**config.mk**
```make
export PLATFORM = sky130hd
export DESIGN_NAME = coproc_error_mouse_irq
export DESIGN_NICKNAME = d
export VERILOG_FILES = /design/src/include/cerr_pkg.sv /design/src/core/coproc_error_mouse_irq.sv
export SDC_FILE = /design/constraint.sdc
export NUM_CORES = 1
export LEC_CHECK = 0
export BUFFER_PORTS_ARGS = -buffer_cell sky130_fd_sc_hd__clkbuf_2
export CAP_MARGIN = 20
export CELL_PAD_IN_SITES_DETAIL_PLACEMENT = 1
export CELL_PAD_IN_SITES_GLOBAL_PLACEMENT = 2
export CORE_UTILIZATION = 22
export CTS_CLUSTER_SIZE = 10
export DETAILED_ROUTE_END_ITERATION = 16
export PLACE_DENSITY_LB_ADDON = 0.1
export SLEW_MARGIN = 20
export SYNTH_ARGS = -nofsm -noshare
export SYNTH_HDL_FRONTEND = slang
export SYNTH_SLANG_ARGS = --single-unit
```
**constraint.sdc**
```tcl
create_clock -name i_clk -period 1.4 [get_ports i_clk]
set_input_delay 0.07 -clock i_clk [delete_from_list [all_inputs] [get_ports i_clk]]
set_output_delay 0.07 -clock i_clk [all_outputs]
set_load 0.1 [all_outputs]
```
**src/include/cerr_pkg.sv**
```systemverilog
// Constants shared by the coprocessor error and mouse request block
// Contract
// Mode bit 5 high makes the shared pin the coprocessor error input, else request 13.
// In error mode an active error input raises the level-13 request to the controller.
// The generated level-13 request stays until a write to port F0h.
// In error mode ignore-error is never asserted unless the error input is active.
// Write to F0h with error active asserts ignore-error until error negates.
// Write to F0h while error is inactive leaves ignore-error deasserted.
// Ignore-error is driven active only when bit 5 is set.
// Reset drives the active-low ignore-error output high.
// After bus reset the error pin is a plain level-13 request.
// Bit 4 chooses plain request or latched mouse function for the level-12 pin.
// Mouse mode latches a rising edge on the level-12 pin as a request.
// Latched mouse request holds until bus reset or read of port 60h.
// After bus reset the level-12 pin is a plain request.
// Bit 4 high selects mouse mode; bits 4 and 5 clear on reset.
package cerr_pkg;
  localparam logic [15:0] ERR_PORT_ADDR = 16'h00F0;
  localparam logic [15:0] MOUSE_PORT_ADDR = 16'h0060;
  localparam int MOUSE_SEL_BIT = 4;
  localparam int ERR_SEL_BIT = 5;
  localparam logic [7:0] DIVISOR_CFG_RESET = 8'h00;
  localparam logic IGNORE_RESET_LEVEL = 1'b1;
endpackage : cerr_pkg

```
**src/core/coproc_error_mouse_irq.sv**
```systemverilog
// Coprocessor error / mouse interrupt request logic
`timescale 1ns/100ps
`default_nettype none
module coproc_error_mouse_irq
(
  // Clock and reset
  input wire logic i_clk,
  input wire logic i_rst_n,
  // Clock divisor configuration and io cycle decode
  input wire logic [7:0] i_divisor_cfg,
  input wire logic i_io_write,
  input wire logic i_io_read_strobe_n,
  input wire logic [15:0] i_io_addr,
  // Pins from outside
  input wire logic i_coproc_error_in_n,
  input wire logic i_mouse_request_pin,
  // Outputs
  output logic o_ignore_error_out_n,
  output logic o_fpu_error_request,
  output logic o_mouse_request
);

  // ----------------------------------------------------------------
  // State
  // ----------------------------------------------------------------
  typedef struct packed {
    logic [1:0] err_sync;
    logic [1:0] mouse_sync;
    logic [1:0] rd_sync;
    logic mouse_prev;
    logic rd_prev;
    logic err_mode;
    logic mouse_mode;
    logic err_req;
    logic ignore;
    logic mouse_latch;
  } state_t;

  state_t state_reg;
  state_t state_next;

  logic err_active;
  logic rd_fall;
  logic err_wr;

  assign err_active = ~state_reg.err_sync[1];
  assign rd_fall = state_reg.rd_prev & ~state_reg.rd_sync[1];
  assign err_wr = i_io_write && (i_io_addr == cerr_pkg::ERR_PORT_ADDR);

  // ----------------------------------------------------------------
  // Next state
  // ----------------------------------------------------------------
  always_comb
  begin
    state_next = state_reg;
    state_next.err_sync = {state_reg.err_sync[0], i_coproc_error_in_n};
    state_next.mouse_sync = {state_reg.mouse_sync[0], i_mouse_request_pin};
    state_next.rd_sync = {state_reg.rd_sync[0], i_io_read_strobe_n};
    state_next.mouse_prev = state_reg.mouse_sync[1];
    state_next.rd_prev = state_reg.rd_sync[1];
    state_next.err_mode = i_divisor_cfg[cerr_pkg::ERR_SEL_BIT];
    state_next.mouse_mode = i_divisor_cfg[cerr_pkg::MOUSE_SEL_BIT];
    // Error wins over the clearing write in the same cycle
    if (!state_reg.err_mode)
      state_next.err_req = 1'b0;
    else if (err_active)
      state_next.err_req = 1'b1;
    else if (err_wr)
      state_next.err_req = 1'b0;
    if (!state_reg.err_mode || !err_active)
      state_next.ignore = 1'b0;
    else if (err_wr)
      state_next.ignore = 1'b1;
    // Edge sets win over the read that clears
    if (!state_reg.mouse_mode)
      state_next.mouse_latch = 1'b0;
    else if (state_reg.mouse_sync[1] && !state_reg.mouse_prev)
      state_next.mouse_latch = 1'b1;
    else if (rd_fall && i_io_addr == cerr_pkg::MOUSE_PORT_ADDR)
      state_next.mouse_latch = 1'b0;
  end

  always_ff @(posedge i_clk or negedge i_rst_n)
  begin
    if (!i_rst_n)
    begin
      // Pins default to plain requests after reset
      state_reg <= '0;
      state_reg.err_sync <= 2'h3;
      state_reg.rd_sync <= 2'h3;
      state_reg.rd_prev <= 1'b1;
      state_reg.err_mode <= cerr_pkg::DIVISOR_CFG_RESET[cerr_pkg::ERR_SEL_BIT];
      state_reg.mouse_mode <= cerr_pkg::DIVISOR_CFG_RESET[cerr_pkg::MOUSE_SEL_BIT];
      state_reg.ignore <= ~cerr_pkg::IGNORE_RESET_LEVEL;
    end
    else
      state_reg <= state_next;
  end

  assign o_ignore_error_out_n = ~state_reg.ignore;
  assign o_fpu_error_request = state_reg.err_mode ? state_reg.err_req
                                                  : ~state_reg.err_sync[1];
  assign o_mouse_request = state_reg.mouse_mode ? state_reg.mouse_latch
                                                : state_reg.mouse_sync[1];

endmodule : coproc_error_mouse_irq
`default_nettype wire

```
==> flow_metrics.py <==
metrics = {
    "setup_path": {
        "cp_num_buf_inv": 1,
        "worst_setup_path_start_kind": "flop",
        "cp_max_fo": 2,
        "crit_start": "state_reg[3]",
        "crit_path_max_incr_delay_ns": 0.36,
        "crit_arrival_ns": 1.16,
        "worst_setup_path_end_kind": "output port",
        "cp.depth": 2,
        "path_cells": "mux2_2, buf_12",
        "cp_top_family": "flip-flops",
        "cp.required_ns": 1.33,
        "critical_path_class": "flop to output port",
        "rrSetupSlack_ns": 0.32,
        "crit_slowest_cell": "dfrtp_1",
        "worstReg2RegEnd": "state_reg[1]",
        "timing.rr.start": "state_reg[12]",
        "rr_worst_depth": 3,
        "endpoint": "o_mouse_request",
    },
    "detailed_routing": {
        "totalWireLength_um": 936,
        "drtIter0Drc": 0,
        "postRouteAntennaNets": 0,
        "first_pass_iters": 1,
        "vias": 398,
        "wl_per_cell_um": 9.75,
        "drc": 0,
        "viasPerCell": 4.15,
    },
    "power": {
        "peakVddDrop_uv": 586,
        "p_seq_share_pct": 55.0,
        "total_power_uw": 744,
        "clkPwrFrac_pct": 28.8,
        "p_comb_share_pct": 16.3,
        "leakagePower_uw": 0.000368,
        "p_per_area_nw_per_um2": 1000,
        "p_int_uw": 566,
        "swShare_pct": 24.0,
        "switchingPower_uw": 179,
    },
    "grt": {
        "grtUsageMet2_pct": 17.1,
        "grt_pass1_vias": 428,
        "grt_use_met1_pct": 9.84,
        "gr-usage-all-layers_pct": 9.01,
        "grt.busiest_layer": "met2",
        "met3_usage_pct": 1.89,
        "antenna_found_initial": 0,
        "overflow": 0,
        "grt_pass1_wl_mm": 1.69,
        "grt_start_max_net_pins": 14,
    },
    "timing": {
        "slew_violations": 0,
        "fin_crit_sh_pct": 87.6,
        "worst_pin_slew_ns": 0.536,
        "min_period_ns": 1.23,
        "fmax_ghz": 0.815,
        "rsz0062_at_grt": "false",
        "setup_tns_ns": 0,
        "finalSetupViolCount": 0,
        "skew_ns": 0.00243,
        "slew_headroom_pct": 64.4,
        "final-hold-violation-count": 0,
    },
    "synth": {
        "ys_warn_count": 0,
        "yosysTopAreaCellShare_pct": 42.3,
        "ys_ff_latch": 13,
        "synth.distinct_cells": 16,
        "synth_area_per_cell_um2": 14.3,
        "synthTopCellsByArea": "dfrtp_1, dfstp_2, nor4_4, o21ai_0, or4_1",
        "netlist_instances": 33,
        "synth_area_um2": 473,
        "synth_seq_area_share_pct": 70.1,
        "synth_nets": 63,
        "synth_area_leader_cell": "dfrtp_1",
    },
    "clock_tree": {
        "cts_inserted_buffers": 3,
        "clock_sinks": 13,
        "path_clk_slew_ns": 0.07,
        "post_cts_buffers": 0,
        "clk_path_buf_depth": 2,
        "cts.htree.levels": 1,
        "clk_latency_ns": 0.26,
        "cts_tree": "built",
        "cts_root_buf": "clkbuf_4",
    },
    "placement": {
        "place.port_buffers": 26,
        "detailed_place_hpwl_um": 772,
        "place.gp.congestion": 0.564,
    },
    "die": {
        "rows": 16,
        "die_h_um": 48.4,
        "start_util_pct": 23.9,
        "die_x_um": 48.4,
        "core_um2": 1980,
        "fp.dieArea_um2": 2340,
        "ios": 33,
    },
    "flow_run": {
        "maxCapViolations": 0,
    },
    "layout": {
        "largest_reg_flops": 8,
        "area_growth_pct": 57.4,
        "drive_gt1_share_pct": 55.1,
        "num-nets-final": 100,
        "antenna_cells": 0,
        "fillers": 231,
    },
    "status": {
        "status": "finished clean",
    },
    "worst_hold_path": {
        "hold_class": "input pin to flop",
        "hold_depth": 3,
    },
}
## power groups by stage
stage,registers [µW],logic (µW),clock network [µW]
final,409,121,214
after global routing,412,130,247
after CTS,410,123,231
after detailed placement,417,110,0
after global placement,416,109,0
after floorplan,413,54.8,0
## how the worst min path moves through the flow
stage,endpoint,from,slack (ns)
6_report,state_reg[0],i_io_addr[4],0.1
5_1_grt,state_reg[0],i_io_addr[4],0.11
4_1_cts,state_reg[0],i_io_addr[4],0.09
3_5_place_dp,state_reg[4],i_rst_n,-0.02
3_3_place_gp,state_reg[4],i_rst_n,-0.03
2_1_floorplan,state_next[10],i_rst_n,-0.23
## cells in the mapped netlist
cell and count:
a21oi_1 1, a31oi_1 1, a41o_1 1, and3_1 2, dfrtp_1 8, dfstp_2 5, inv_1 2, mux2_2 1
nand2_1 2, nand2b_1 1, nor2b_1 1, nor4_1 1, nor4_4 1, o21ai_0 3, or4_1 2, or4_4 1
## layout by cell type (no fill, tap or decap)
| cell | n |
|---|---|
| clkbuf_2 | 24 |
| and3_1 | 2 |
| a21oi_1 | 1 |
| o21ai_2 | 1 |
| clkbuf_1 | 1 |
| nand2_1 | 2 |
| dlygate4sd3_1 | 6 |
| clkbuf_4 | 3 |
| nor4_1 | 1 |
| buf_4 | 1 |
| a41o_1 | 1 |
| dfrtp_1 | 8 |
| a31oi_1 | 1 |
| nand2b_1 | 1 |
| dfstp_2 | 5 |
| nor2b_1 | 1 |
| or4_4 | 1 |
| mux2_2 | 1 |
| inv_1 | 2 |
| o21ai_0 | 2 |
| or4_1 | 2 |
| buf_12 | 1 |
| nor4_4 | 1 |
## metal layers
| metal | share of wire (%) | routed length, µm |
|---|---|---|
| met1 | 42 | 397 |
| met2 | 49 | 463 |
| met3 | 8.0 | 75 |
| met5 | 0 | 0 |
| met4 | 0 | 0 |
## stage by stage
stage	instance area [µm²]	instances	util, %	hold WS (ns)	worst slack, ns
final	744	96	37.6	0.0969	0.173
after global routing	744	96	37.6	0.110	0.121
after CTS	744	96	37.6	0.0873	0.147
after detailed placement	658	86	33.2	-0.0221	0.0937
after global placement	658	86	33.2	-0.0268	0.0899
after floorplan	477	33	-	-0.226	0.114
## final cells by class
class                   count  area, µm²  share of cell area [%]
repair buffers             32        208                    27.9
multi-input cells          18        138                    18.5
flip-flops and latches     13        332                    44.5
well taps                  27       33.8                    4.54
inverters                   2       7.51                    1.01
clock buffers               4       26.3                    3.53
## tightest hold or removal path, cell delays in order
cell and delay, ns:
clkbuf_2 0.08, nor4_1 0.04, a21oi_1 0.12
## kinds of logic after synthesis
kind of cell / after synthesis / share of synthesized area, %
compound gates: 6 / 7.67
flops: 13 / 70.1
buf+inv: 2 / 1.59
simple gates: 11 / 18.3
mux: 1 / 2.38
## repair_timing
| action | CTS | global route |
|---|---|---|
| resized for setup | 0 | 0 |
| hold endpoints to repair | 18 | 0 |
| hold buffers | 6 | 0 |
No activity file was read; power rests on OpenSTA's default activity.
